### config.mk
export PLATFORM = sky130hd
export DESIGN_NAME = rsm_top
export DESIGN_NICKNAME = d
export VERILOG_FILES = /design/src/hdl/rsm_pkg.sv /design/src/hdl/rsm_sync.sv /design/src/hdl/rsm_wdt.sv /design/src/hdl/rsm_top.sv
export VERILOG_INCLUDE_DIRS = /design/src /design/src/hdl
export SDC_FILE = /design/constraint.sdc
export NUM_CORES = 1
export LEC_CHECK = 0
export BUFFER_PORTS_ARGS = -buffer_cell sky130_fd_sc_hd__buf_2
export CORE_MARGIN = 4
export CORE_UTILIZATION = 54
export CTS_BUF_LIST = sky130_fd_sc_hd__clkbuf_4 sky130_fd_sc_hd__clkbuf_8
export DETAILED_ROUTE_END_ITERATION = 8
export PLACE_DENSITY = 0.9
export SKIP_LAST_GASP = 1
export SYNTH_ARGS = -nofsm -noshare
export SYNTH_HDL_FRONTEND = slang
export SYNTH_SLANG_ARGS = --single-unit
### constraint.sdc
create_clock -name clk -period 1.3 [get_ports clk]
set_clock_uncertainty 0.1 [all_clocks]
set_input_delay 0.26 -clock clk [delete_from_list [all_inputs] [get_ports clk]]
set_output_delay 0.26 -clock clk [all_outputs]
set_load 0.01 [all_outputs]
### src/hdl/rsm_consts.svh
// Summary of operation
// - Boot option picks undervoltage or pin reset
// - Four sources: power-on, pin, watchdog, undervoltage
// - Reset pin filtered then synchronised to clock
// - Any reset loads every control register default
// - Drive reset pin low during reset
// - Unrefreshed watchdog overflow causes system reset
// - Hold reset while supply below reference
// - Pattern 1010B in upper nibble disables watchdog
// - Control bit 7 enables supply-drop detector
// - Control register selects one of four thresholds
// - Bit 5 flag follows supply-low, self-clearing
// - Enabled supply drop raises interrupt request
`ifndef RSM_CONSTS_SVH
`define RSM_CONSTS_SVH
`define RSM_ADDR_W        4
`define RSM_OFF_BTCTL     4'h0
`define RSM_OFF_SDCTL     4'h1
`define RSM_OFF_IRQ_STAT  4'h2
`define RSM_OFF_IRQ_MASK  4'h3
`define RSM_OFF_WDT_CLR   4'h4
`define RSM_OFF_RST_CAUSE 4'h5
`define RSM_BTCTL_RST     8'h00
`define RSM_SDCTL_RST     8'h00
`define RSM_WDT_OFF_PAT   4'hA
`define RSM_SD_EN_BIT     7
`define RSM_SD_FLAG_BIT   5
`define RSM_WDT_CLR_KEY   8'hA5
`define RSM_WDT_W         16
`define RSM_RST_STRETCH   8'h10
`endif

### src/hdl/rsm_pkg.sv
`default_nettype none
package rsm_pkg;
	typedef enum logic [2:0] {
		RSM_ST_RESET   = 3'b001,
		RSM_ST_STRETCH = 3'b010,
		RSM_ST_RUN     = 3'b100
	} rsm_state_t;
	typedef logic [1:0] rsm_level_t;
endpackage : rsm_pkg
`default_nettype wire

### src/hdl/rsm_sync.sv
`default_nettype none
// Two-stage synchroniser, resets to a chosen level
module rsm_sync #(
	parameter logic INIT = 1'b0
) (
	input  wire logic clk,
	input  wire logic rst,
	input  wire logic d,
	output logic      q
);
	logic meta_reg;
	// First stage feeds only the second
	always_ff @(posedge clk or posedge rst)
	begin
		if (rst)
		begin
			meta_reg <= INIT;
			q        <= INIT;
		end
		else
		begin
			meta_reg <= d;
			q        <= meta_reg;
		end
	end
endmodule : rsm_sync
`default_nettype wire

### src/hdl/rsm_wdt.sv
`default_nettype none
`include "rsm_consts.svh"
// Watchdog counter, one-cycle overflow pulse
module rsm_wdt (
	input  wire logic clk,
	input  wire logic rst,
	input  wire logic enable,
	input  wire logic refresh,
	output logic      overflow
);
	logic [`RSM_WDT_W-1:0] cnt_reg;
	// Counter restarts on refresh or when disabled
	always_ff @(posedge clk or posedge rst)
	begin
		if (rst)
		begin
			cnt_reg  <= '0;
			overflow <= 1'b0;
		end
		else
		begin
			overflow <= 1'b0;
			if (!enable || refresh)
				cnt_reg <= '0;
			else if (&cnt_reg)
			begin
				cnt_reg  <= '0;
				overflow <= 1'b1;
			end
			else
				cnt_reg <= cnt_reg + 1'b1;
		end
	end
endmodule : rsm_wdt
`default_nettype wire

### src/hdl/rsm_top.sv
`default_nettype none
`include "rsm_consts.svh"
// Reset merge and supply monitor
module rsm_top (
	input  wire logic                   clk,
	input  wire logic                   rst,
	input  wire logic                   boot_use_uv_reset,
	input  wire logic                   external_reset_in_n,
	input  wire logic                   uv_below_ref,
	input  wire logic [3:0]             supply_below_level,
	input  wire logic [`RSM_ADDR_W-1:0] addr,
	input  wire logic [7:0]             wdata,
	input  wire logic                   wr,
	input  wire logic                   rd,
	output logic      [7:0]             rdata,
	output logic                        external_reset_pin_out,
	output logic                        external_reset_pin_oe,
	output logic                        sys_reset,
	output logic                        irq,
	output logic      [1:0]             detect_threshold
);
	logic              pin_n_sync;
	logic              uv_sync;
	logic [3:0]        sd_sync;
	logic              wdt_ovf;
	logic              sys_rst_int;
	logic [7:0]        btctl_reg;
	logic [7:0]        sdctl_reg;
	logic [1:0]        irq_stat_reg;
	logic [1:0]        irq_mask_reg;
	logic [3:0]        cause_reg;
	logic              wdt_refresh;
	logic              sd_low;
	logic              sd_low_d_reg;
	logic              pin_src;
	logic              uv_src;
	logic              hold;
	logic              drive_now;
	logic [2:0]        echo_reg;
	logic              srst_m_reg;
	logic              srst_reg;
	logic [7:0]        stretch_reg;
	rsm_pkg::rsm_state_t state_reg;
	rsm_pkg::rsm_state_t state_next;

	// Register write decode, shared by several processes
	function automatic logic hit(input logic [`RSM_ADDR_W-1:0] a,
		input logic [`RSM_ADDR_W-1:0] off);
		hit = wr && (a == off);
	endfunction : hit

	// Pin level passes a Schmitt pad, then two flops
	rsm_sync #(.INIT(1'b0)) u_pin_sync (
		.clk (clk),
		.rst (rst),
		.d   (external_reset_in_n),
		.q   (pin_n_sync)
	);
	rsm_sync #(.INIT(1'b1)) u_uv_sync (
		.clk (clk),
		.rst (rst),
		.d   (uv_below_ref),
		.q   (uv_sync)
	);
	// One synchroniser per threshold comparator
	genvar gi;
	generate
		for (gi = 0; gi < 4; gi++)
		begin : g_sd
			rsm_sync #(.INIT(1'b0)) u_sd_sync (
				.clk (clk),
				.rst (rst),
				.d   (supply_below_level[gi]),
				.q   (sd_sync[gi])
			);
		end
	endgenerate

	// Own pin drive reads back low; masked until the synchroniser drains
	assign drive_now = !external_reset_pin_oe;
	always_ff @(posedge clk or posedge rst)
	begin
		if (rst)
			echo_reg <= 3'h7;
		else
			echo_reg <= {echo_reg[1:0], drive_now};
	end

	// Boot option selects which external source is live
	assign pin_src = !boot_use_uv_reset && !pin_n_sync && !drive_now && !(|echo_reg);
	assign uv_src  = boot_use_uv_reset && uv_sync;
	assign hold    = pin_src || uv_src || wdt_ovf;

	// Stretch state machine keeps reset long enough to be seen
	always_comb
	begin
		state_next = state_reg;
		unique case (state_reg)
			rsm_pkg::RSM_ST_RESET:
				if (!hold)
					state_next = rsm_pkg::RSM_ST_STRETCH;
			rsm_pkg::RSM_ST_STRETCH:
				if (hold)
					state_next = rsm_pkg::RSM_ST_RESET;
				else if (stretch_reg == `RSM_RST_STRETCH)
					state_next = rsm_pkg::RSM_ST_RUN;
			rsm_pkg::RSM_ST_RUN:
				if (hold)
					state_next = rsm_pkg::RSM_ST_RESET;
			default:
				state_next = rsm_pkg::RSM_ST_RESET;
		endcase
	end

	// State and stretch counter
	always_ff @(posedge clk or posedge rst)
	begin
		if (rst)
		begin
			state_reg   <= rsm_pkg::RSM_ST_RESET;
			stretch_reg <= 8'h00;
		end
		else
		begin
			state_reg <= state_next;
			if (state_reg == rsm_pkg::RSM_ST_STRETCH && !hold)
				stretch_reg <= stretch_reg + 8'h01;
			else
				stretch_reg <= 8'h00;
		end
	end

	// Internal reset: async assert, sync release via two flops
	assign sys_rst_int = rst || (state_reg != rsm_pkg::RSM_ST_RUN);
	always_ff @(posedge clk or posedge sys_rst_int)
	begin
		if (sys_rst_int)
		begin
			srst_m_reg <= 1'b1;
			srst_reg   <= 1'b1;
		end
		else
		begin
			srst_m_reg <= 1'b0;
			srst_reg   <= srst_m_reg;
		end
	end

	// Outputs are flopped copies; pin pulled low while in reset
	always_ff @(posedge clk or posedge rst)
	begin
		if (rst)
		begin
			sys_reset              <= 1'b1;
			external_reset_pin_out <= 1'b0;
			external_reset_pin_oe  <= 1'b0;
		end
		else
		begin
			sys_reset              <= srst_reg;
			external_reset_pin_out <= 1'b0;
			external_reset_pin_oe  <= !srst_reg;
		end
	end

	// Watchdog runs unless the off pattern is loaded
	assign wdt_refresh = hit(addr, `RSM_OFF_WDT_CLR) && wdata == `RSM_WDT_CLR_KEY;
	rsm_wdt u_wdt (
		.clk      (clk),
		.rst      (srst_reg),
		.enable   (btctl_reg[7:4] != `RSM_WDT_OFF_PAT),
		.refresh  (wdt_refresh),
		.overflow (wdt_ovf)
	);

	// Control registers return to defaults on any system reset
	always_ff @(posedge clk or posedge srst_reg)
	begin
		if (srst_reg)
		begin
			btctl_reg    <= `RSM_BTCTL_RST;
			sdctl_reg    <= `RSM_SDCTL_RST;
			irq_mask_reg <= 2'h0;
		end
		else
		begin
			// Stabilisation field is only stored; software owns timing
			if (hit(addr, `RSM_OFF_BTCTL))
				btctl_reg <= wdata;
			if (hit(addr, `RSM_OFF_SDCTL))
				sdctl_reg <= {wdata[7], 5'h00, wdata[1:0]};
			if (hit(addr, `RSM_OFF_IRQ_MASK))
				irq_mask_reg <= wdata[1:0];
		end
	end

	// Selected comparator, gated by enable
	assign sd_low = sdctl_reg[`RSM_SD_EN_BIT] && sd_sync[sdctl_reg[1:0]];

	// Sticky events: set wins over write-one-to-clear
	always_ff @(posedge clk or posedge srst_reg)
	begin
		if (srst_reg)
		begin
			sd_low_d_reg <= 1'b0;
			irq_stat_reg <= 2'h0;
		end
		else
		begin
			sd_low_d_reg <= sd_low;
			for (int i = 0; i < 2; i++)
			begin
				if (i == 0 && sd_low && !sd_low_d_reg)
					irq_stat_reg[i] <= 1'b1;
				else if (i == 1 && wdt_ovf)
					irq_stat_reg[i] <= 1'b1;
				else if (hit(addr, `RSM_OFF_IRQ_STAT) && wdata[i])
					irq_stat_reg[i] <= 1'b0;
			end
		end
	end

	// Cause register survives system reset; power-on loads 1, writing ones clears bits
	always_ff @(posedge clk or posedge rst)
	begin
		if (rst)
			cause_reg <= 4'h1;
		else if (pin_src || uv_src || wdt_ovf)
			cause_reg <= cause_reg | {uv_src, wdt_ovf, pin_src, 1'b0};
		else if (hit(addr, `RSM_OFF_RST_CAUSE))
			cause_reg <= cause_reg & ~wdata[3:0];
	end

	// Interrupt, threshold output and read data
	always_ff @(posedge clk or posedge rst)
	begin
		if (rst)
		begin
			irq              <= 1'b0;
			detect_threshold <= 2'h0;
			rdata            <= 8'h00;
		end
		else
		begin
			irq              <= |(irq_stat_reg & irq_mask_reg);
			detect_threshold <= sdctl_reg[1:0];
			rdata            <= 8'h00;
			if (rd)
			begin
				unique case (addr)
					`RSM_OFF_BTCTL:     rdata <= btctl_reg;
					`RSM_OFF_SDCTL:     rdata <= {sdctl_reg[7], 1'b0, sd_low, 3'h0,
						sdctl_reg[1:0]};
					`RSM_OFF_IRQ_STAT:  rdata <= {6'h00, irq_stat_reg};
					`RSM_OFF_IRQ_MASK:  rdata <= {6'h00, irq_mask_reg};
					`RSM_OFF_RST_CAUSE: rdata <= {4'h0, cause_reg};
					default:            rdata <= 8'h00;
				endcase
			end
		end
	end

	// Pin driven low whenever system reset holds
	property p_pin_low;
		@(posedge clk) disable iff (rst) srst_reg |=> external_reset_pin_oe == 1'b0;
	endproperty
	a_pin_low: assert property (p_pin_low) else $error("pin not driven in reset");

	property p_wdt_reset;
		@(posedge clk) disable iff (rst) wdt_ovf |=> state_reg == rsm_pkg::RSM_ST_RESET;
	endproperty
	a_wdt_reset: assert property (p_wdt_reset) else $error("watchdog missed reset");

	property p_uv_hold;
		@(posedge clk) disable iff (rst) uv_src |=> ##2 srst_reg;
	endproperty
	a_uv_hold: assert property (p_uv_hold) else $error("undervoltage did not hold");

	property p_wdt_off;
		@(posedge clk) disable iff (rst) btctl_reg[7:4] == `RSM_WDT_OFF_PAT |-> !wdt_ovf;
	endproperty
	a_wdt_off: assert property (p_wdt_off) else $error("watchdog not disabled");

	property p_flag_en;
		@(posedge clk) disable iff (rst) !sdctl_reg[`RSM_SD_EN_BIT] |-> !sd_low;
	endproperty
	a_flag_en: assert property (p_flag_en) else $error("detector active while off");

	property p_irq_set;
		@(posedge clk) disable iff (rst || srst_reg)
			$rose(sd_low) |=> irq_stat_reg[0];
	endproperty
	a_irq_set: assert property (p_irq_set) else $error("drop event lost");

	property p_irq_out;
		@(posedge clk) disable iff (rst)
			(|(irq_stat_reg & irq_mask_reg)) |=> irq;
	endproperty
	a_irq_out: assert property (p_irq_out) else $error("interrupt not raised");

	property p_release;
		@(posedge clk) disable iff (rst)
			$fell(srst_reg) |-> $past(state_reg, 2) == rsm_pkg::RSM_ST_RUN;
	endproperty
	a_release: assert property (p_release) else $error("early reset release");

	property p_pin_src;
		@(posedge clk) disable iff (rst) pin_src |=> !(state_reg == rsm_pkg::RSM_ST_RUN);
	endproperty
	a_pin_src: assert property (p_pin_src) else $error("pin reset ignored");

	// Source masking, defaults, cause capture and release order
	property p_drive_mask;
		@(posedge clk) disable iff (rst) !external_reset_pin_oe |-> !pin_src;
	endproperty
	a_drive_mask: assert property (p_drive_mask) else $error("own drive seen as reset");

	property p_pin_sync;
		@(posedge clk) disable iff (rst) pin_src |-> !$past(external_reset_in_n, 2);
	endproperty
	a_pin_sync: assert property (p_pin_sync) else $error("pin reset not synchronised");

	property p_cause_wdt;
		@(posedge clk) disable iff (rst) wdt_ovf |=> cause_reg[2];
	endproperty
	a_cause_wdt: assert property (p_cause_wdt) else $error("watchdog cause lost");

	property p_ctrl_default;
		@(posedge clk) disable iff (rst)
			srst_reg |-> btctl_reg == `RSM_BTCTL_RST && sdctl_reg == `RSM_SDCTL_RST;
	endproperty
	a_ctrl_default: assert property (p_ctrl_default) else $error("register not at default");

	property p_stretch_run;
		@(posedge clk) disable iff (rst)
			state_reg == rsm_pkg::RSM_ST_STRETCH && stretch_reg == `RSM_RST_STRETCH && !hold
			|=> state_reg == rsm_pkg::RSM_ST_RUN;
	endproperty
	a_stretch_run: assert property (p_stretch_run) else $error("release not taken");

	property p_threshold;
		@(posedge clk) disable iff (rst) 1'b1 |=> detect_threshold == $past(sdctl_reg[1:0]);
	endproperty
	a_threshold: assert property (p_threshold) else $error("threshold output wrong");

	property p_sys_out;
		@(posedge clk) disable iff (rst) srst_reg |=> sys_reset;
	endproperty
	a_sys_out: assert property (p_sys_out) else $error("system reset output low");

	property p_flag_read;
		@(posedge clk) disable iff (rst) rd && addr == `RSM_OFF_SDCTL
			|=> rdata[`RSM_SD_FLAG_BIT] == $past(sd_low);
	endproperty
	a_flag_read: assert property (p_flag_read) else $error("supply flag misread");
endmodule : rsm_top
`default_nettype wire

Word level (Yosys, flattened, before mapping)
Index checks and enable logic that the tools add are counted.

word-level totals
  flip-flop bits (word level) = 78
  logic and storage cells = 109
  bits of input ports = 23
  output and inout port bits = 14

operators by class
  bitwise logic cells = 4
  reductions and logical operators = 36
  multiplexer cells = 20
  eq/ne operators = 15
  magnitude comparators = 1
  add/sub/neg operators = 2

operators with widths
  kind                     number
  $pmux W8 S5              1
  $mux W16                 2
  $add A16 B1 Y16 const B  1
  $logic_and A1 B1 Y1      16
  $mux W8                  2
  $reduce_and A16 Y1       1
  $mux W3                  4
  $pmux W3 S3              1
  $add A8 B1 Y8 const B    1
  $eq A4 B2 Y1 const B     2
  $eq A4 B3 Y1 const B     2
  $eq A8 B5 Y1 const B     1
  $eq A8 B8 Y1 const B     1
  $logic_not A1 Y1         8
  $mux W4                  2
  $mux W1                  7
  $ne A3 B3 Y1 const B     2
  $reduce_bool A2 Y1       3
  $and A4 B4 Y4            1
  $eq A4 B1 Y1 const B     1
  $logic_not A4 Y1         1
  $logic_or A1 B1 Y1       4
  $ne A2 B2 Y1 const B     2
  $ne A4 B4 Y1 const B     1
  other kinds (11)         11

Depth between registers and ports, before layout
  word-level depth = 9
  depth in mapped cells = 6
  gate-level depth less buffers = 6

Cells and area by module
From an unflattened synthesis, not the netlist that was laid out.

second synthesis, totals
  cell total of the unflattened synthesis = 279
  area, all modules = 3304.4 um^2

by module, submodules not included
  module                             area each (um^2)  seq. area each (um^2)  times used  cells an instance
  rsm_top                            2160.8            1236.2                 1           181
  rsm_wdt                            818.3             425.4                  1           80
  rsm_sync at g_sd[0].u_sd_sync ...  53.8              50.0                   5           3
  rsm_sync at u_uv_sync              56.3              52.6                   1           3

Worst setup path after synthesis
No wires, ideal clock.

  kind = register -> register
  start point = reg echo_reg[1]
  end point = reg stretch_reg[2]
  clock period less this slack = 1823 ps
  cell stages (with the launch flop) = 6
  arrival = 1604 ps
  setup slack = -523 ps
  path buffers = 1
  data required time = 1081 ps
  cells stage by stage = dfstp_2 > or4b_1 > o31ai_1 > or3_1 > buf_2 > nor2_1

on the way
  cells in the longest elaborated chain, start to end = 8

RTL lines
  what                              line            text
  start: declaration                rsm_top.sv:39   logic [2:0] echo_reg;
  start signal: assignment          rsm_top.sv:86   echo_reg <= {echo_reg[1:0], drive_now};
  $reduce_or A3 Y1                  rsm_top.sv:90   assign pin_src = !boot_use_uv_reset && !pin_n_sync && !drive_now && !(|echo_reg);
  $logic_not A1 Y1                  rsm_top.sv:90
  $logic_and A1 B1 Y1               rsm_top.sv:90
  $logic_or A1 B1 Y1 (2 in series)  rsm_top.sv:92   assign hold = pin_src || uv_src || wdt_ovf;
  $logic_not A1 Y1                  rsm_top.sv:126  if (state_reg == rsm_pkg::RSM_ST_STRETCH && !hold)
  $logic_and A1 B1 Y1               rsm_top.sv:126
  $mux W8                           rsm_top.sv:126
  end signal: assignment            rsm_top.sv:127  stretch_reg <= stretch_reg + 8'h01;
  end: declaration                  rsm_top.sv:42   logic [7:0] stretch_reg;

Every way passes these cells.
A chain may end at the register's enable or synchronous reset.

Worst setup path in the final report
  start point = reg u_wdt.cnt_reg[4]
  end point = reg u_wdt.overflow

on the way
  cells in the longest elaborated chain, start to end = 3

RTL lines
  what                      line           text
  start: declaration        rsm_wdt.sv:11  logic [`RSM_WDT_W-1:0] cnt_reg;
  start signal: assignment  rsm_wdt.sv:31  cnt_reg <= cnt_reg + 1'b1;
  $reduce_and A16 Y1        rsm_wdt.sv:25  else if (&cnt_reg)
  $mux W1                   rsm_wdt.sv:25
  $mux W1                   rsm_wdt.sv:23  if (!enable || refresh)
  end signal: assignment    rsm_wdt.sv:18  overflow <= 1'b0;
  end signal: assignment    rsm_wdt.sv:22  overflow <= 1'b0;
  end signal: assignment    rsm_wdt.sv:28  overflow <= 1'b1;
  end: declaration          rsm_wdt.sv:9   output logic overflow

Every way passes these cells.

==> metrics.md <==
| Metric | Value |
|---|---|
| Status | `finished with violations` |
| Failing checks | `setup timing` |
| Cell area after synthesis | `3180 sq um` |
| Number of global-route vias before repair | `2826` |
| Drt first pass iters | `5` |
| Ranking of synthesized cells by area | `dfrtp_1 54%, dfstp_2 8.3%, mux2_2 4.6%` |
| Die area | `7180 sq um` |
| PD cells | `1540 nW/um^2` |
| Setup crit start kind | `flip-flop` |
| DRT iter0 DRCs | `295` |
| Post-DP Area | `3970 sq um` |
| Root buffer cell | `clkbuf_8` |
| Actual slew at the worst max-slew pin | `562 ps` |
| Post-synth top cells | `68 x dfrtp_1, 19 x nor2_1, 18 x nor3_1, 17 x nand2_1, 14 x nand3_1` |
| Placer Congestion | `0.819` |
| Fin area | `4580 sq um` |
| Synth warn | `0` |
| VDD IR max | `0.00131 V` |
| FFs w/ async S/R, synth | `1.00` |
| Vias per cell | `6.13` |
| CTS H-tree lvls | `3` |
| Layout cells sized above 1 | `0.492` |
| Post-synthesis register bit count | `78` |
| Maximum clock rate | `567 MHz` |
| Final-stage net count | `404` |
| PnR worst setup slack | `-464 ps` |
| Skew-Pair Late Insertion Delay | `350 ps` |
| Clock power share | `0.328` |
| Post-synth top area share | `0.535` |
| Total gr overflow | `0` |
| HP Class | `in -> reg` |
| Initial antenna violation count | `0` |
| Number of flops mapped to enable cells by yosys | `0` |
| Max reg flops | `16` |
| CP Data Arrival Time | `1930 ps` |
| Worst rel slew slack | `0.623` |
| CTS buffer count | `9` |
| Width of the die | `84.7 um` |
| Fin. max-slew vios | `0` |
| Ports | `37` |
| Final Hold Viols | `0` |
| Setup Total Neg Slack | `-11710 ps` |
| Pre-CTS setup slack | `-473 ps` |
| Clock sinks | `78` |
| Category of the critical setup timing path | `reg -> reg` |
| WP data required | `1470 ps` |
| Total number of vias | `2781` |
| Fin crit period | `1760 ps` |
| Final design utilization | `0.817` |
| Logic pwr share | `0.243` |
| CP Capture Type | `flip-flop` |
| WL per Instance | `21.7 um` |
| Sequential power share | `0.429` |
| Mapped Cells | `265` |
| Max Cap Viol | `0` |
| Hold_ws | `83.5 ps` |
| RSZ-0062 raised after global routing | `yes` |
| Antenna Cells | `0` |
| Die height | `84.7 um` |
| Core area | `5610 sq um` |
| Most common cell in the synthesized netlist | `dfrtp_1` |
| CP Max Fanout | `5` |
| I/O Buffers | `35` |
| Leakage | `2.11 nW` |
| DRT antenna net count | `0` |
| # DRC | `0` |
| Crit share post-route | `1.36` |
| Wire length of the first global-routing pass | `14.7 mm` |
| Avg Cell Area, Syn | `12.0 sq um` |
| NetSw | `0.00198 W` |
| Worst-path clk slew | `80 ps` |
| Switching Share | `0.281` |
| CTS tree | `done` |
| Gr usage total | `0.267` |
| Area Overhead vs Synth | `44.2%` |
| Seq/Total Area, Yosys | `0.618` |
| Post-synth cell types | `44` |
| Internal | `0.00508 W` |
| Clock buffer depth | `2` |
| Setup violations, final | `37` |
| Initial Util | `0.567` |
| Number of placement rows | `27` |
| Largest net degree at the start of global routing | `44` |
| DP Wirelength | `5.23 mm` |
| Main flop type after synthesis | `dfrtp_1` |
| Area leader, netlist | `dfrtp_1` |
| Total wire length | `9.87 mm` |
==> per-layer routing <==
layer | wire length [um] | track usage | vias to the layer above | part of all wire
met2 | 4890 | 0.458 | 189 | 0.50
met3 | 747 | 0.0589 | 68 | 0.076
li1 | - | - | 1157 | -
met4 | 564 | 0.105 | 0 | 0.057
met5 | 0 | 0 | - | 0
met1 | 3660 | 0.327 | 1367 | 0.37
==> worst paths after layout <==
kind	to	from	slack, ps	cells after the start
setup / recovery	u_wdt.overflow$_DFF_PP0_	u_wdt.cnt_reg[4]$_DFF_PP0_	-460	5
hold / removal	btctl_reg[5]$_DFFE_PP0P_	wdata[5]	80	2
setup reg to reg	u_wdt.overflow$_DFF_PP0_	u_wdt.cnt_reg[4]$_DFF_PP0_	-460	5
hold reg to reg	g_sd[3].u_sd_sync.q$_DFF_PP0_	g_sd[3].u_sd_sync.meta_reg$_DFF_PP0_	250	0
max in group asynchronous	srst_reg$_DFF_PP1_	state_reg[1]$_DFFE_PP0P_	230	2
min in group asynchronous	irq_mask_reg[0]$_DFFE_PP0P_	srst_reg$_DFF_PP1_	310	2
==> layout by cell type, fill, tap and decap left out, drive strengths merged, types with 7 or more instances in the layout <==
master / n
a22oi: 7
nor2: 19
xnor2: 10
dfrtp: 68
clkbuf: 13
buf: 99
xor2: 10
o21ai: 7
dfstp: 10
mux2: 13
dlygate4sd3: 7
nand3: 14
nand2: 17
inv: 12
nor3: 19
==> per-stage QoR <==
stage	std cells	power [W]
after global routing	454	0.00738
after CTS	450	0.00674
after global placement	424	0.00419
after detailed placement	424	0.00430
final	454	0.00707
after floorplan	266	0.00366
==> worst max-delay path: stages, from the launching register on <==
cell	delay, ps
dfrtp_1	400
nand4_4	110
or4_4	550
nor3_4	190
buf_6	170
nor2b_1	150
==> logic make-up (layout without fill, tap and decap cells) <==
group,after synthesis,after routing,synth area share
other,1,2,0.00118
adders and majority gates,3,3,0.0118
DFF,78,78,0.618
muxes,14,14,0.0531
buffers and inverters,19,135,0.0244
and+or+nand+nor,102,102,0.179
AOI/OAI and AO/OA,28,28,0.0571
xor gates and xnor gates,20,20,0.0551
==> final cells by class <==
cell class / instances / area (sq um)
inverters: 13 / 52.6
fillers: 265 / 1020
clock buffers: 12 / 165
well taps: 72 / 90.1
repair buffers: 107 / 807
flip-flops and latches: 78 / 1960
multi-input cells: 169 / 1420
clock inverters: 3 / 90.1
==> power by group through the flow <==
stage	registers, W	clock network (W)	logic (W)
2_1_floorplan	0.00305	0	0.000610
3_3_place_gp	0.00298	0	0.00121
3_5_place_dp	0.00300	0	0.00130
4_1_cts	0.00299	0.00229	0.00146
5_1_grt	0.00305	0.00247	0.00186
6_report	0.00303	0.00232	0.00172
==> repair_timing <==
item | CTS | global route
endpoints found under the setup margin | 38 | 38
hold buffers | 7 | 0
cloned | 0 | 1
pin swaps | 10 | 14
setup buffers | 4 | 4
endpoints found under the hold margin | 41 | 0
resized for setup | 19 | 33
Note: power is estimated with default switching activity, not from simulation.
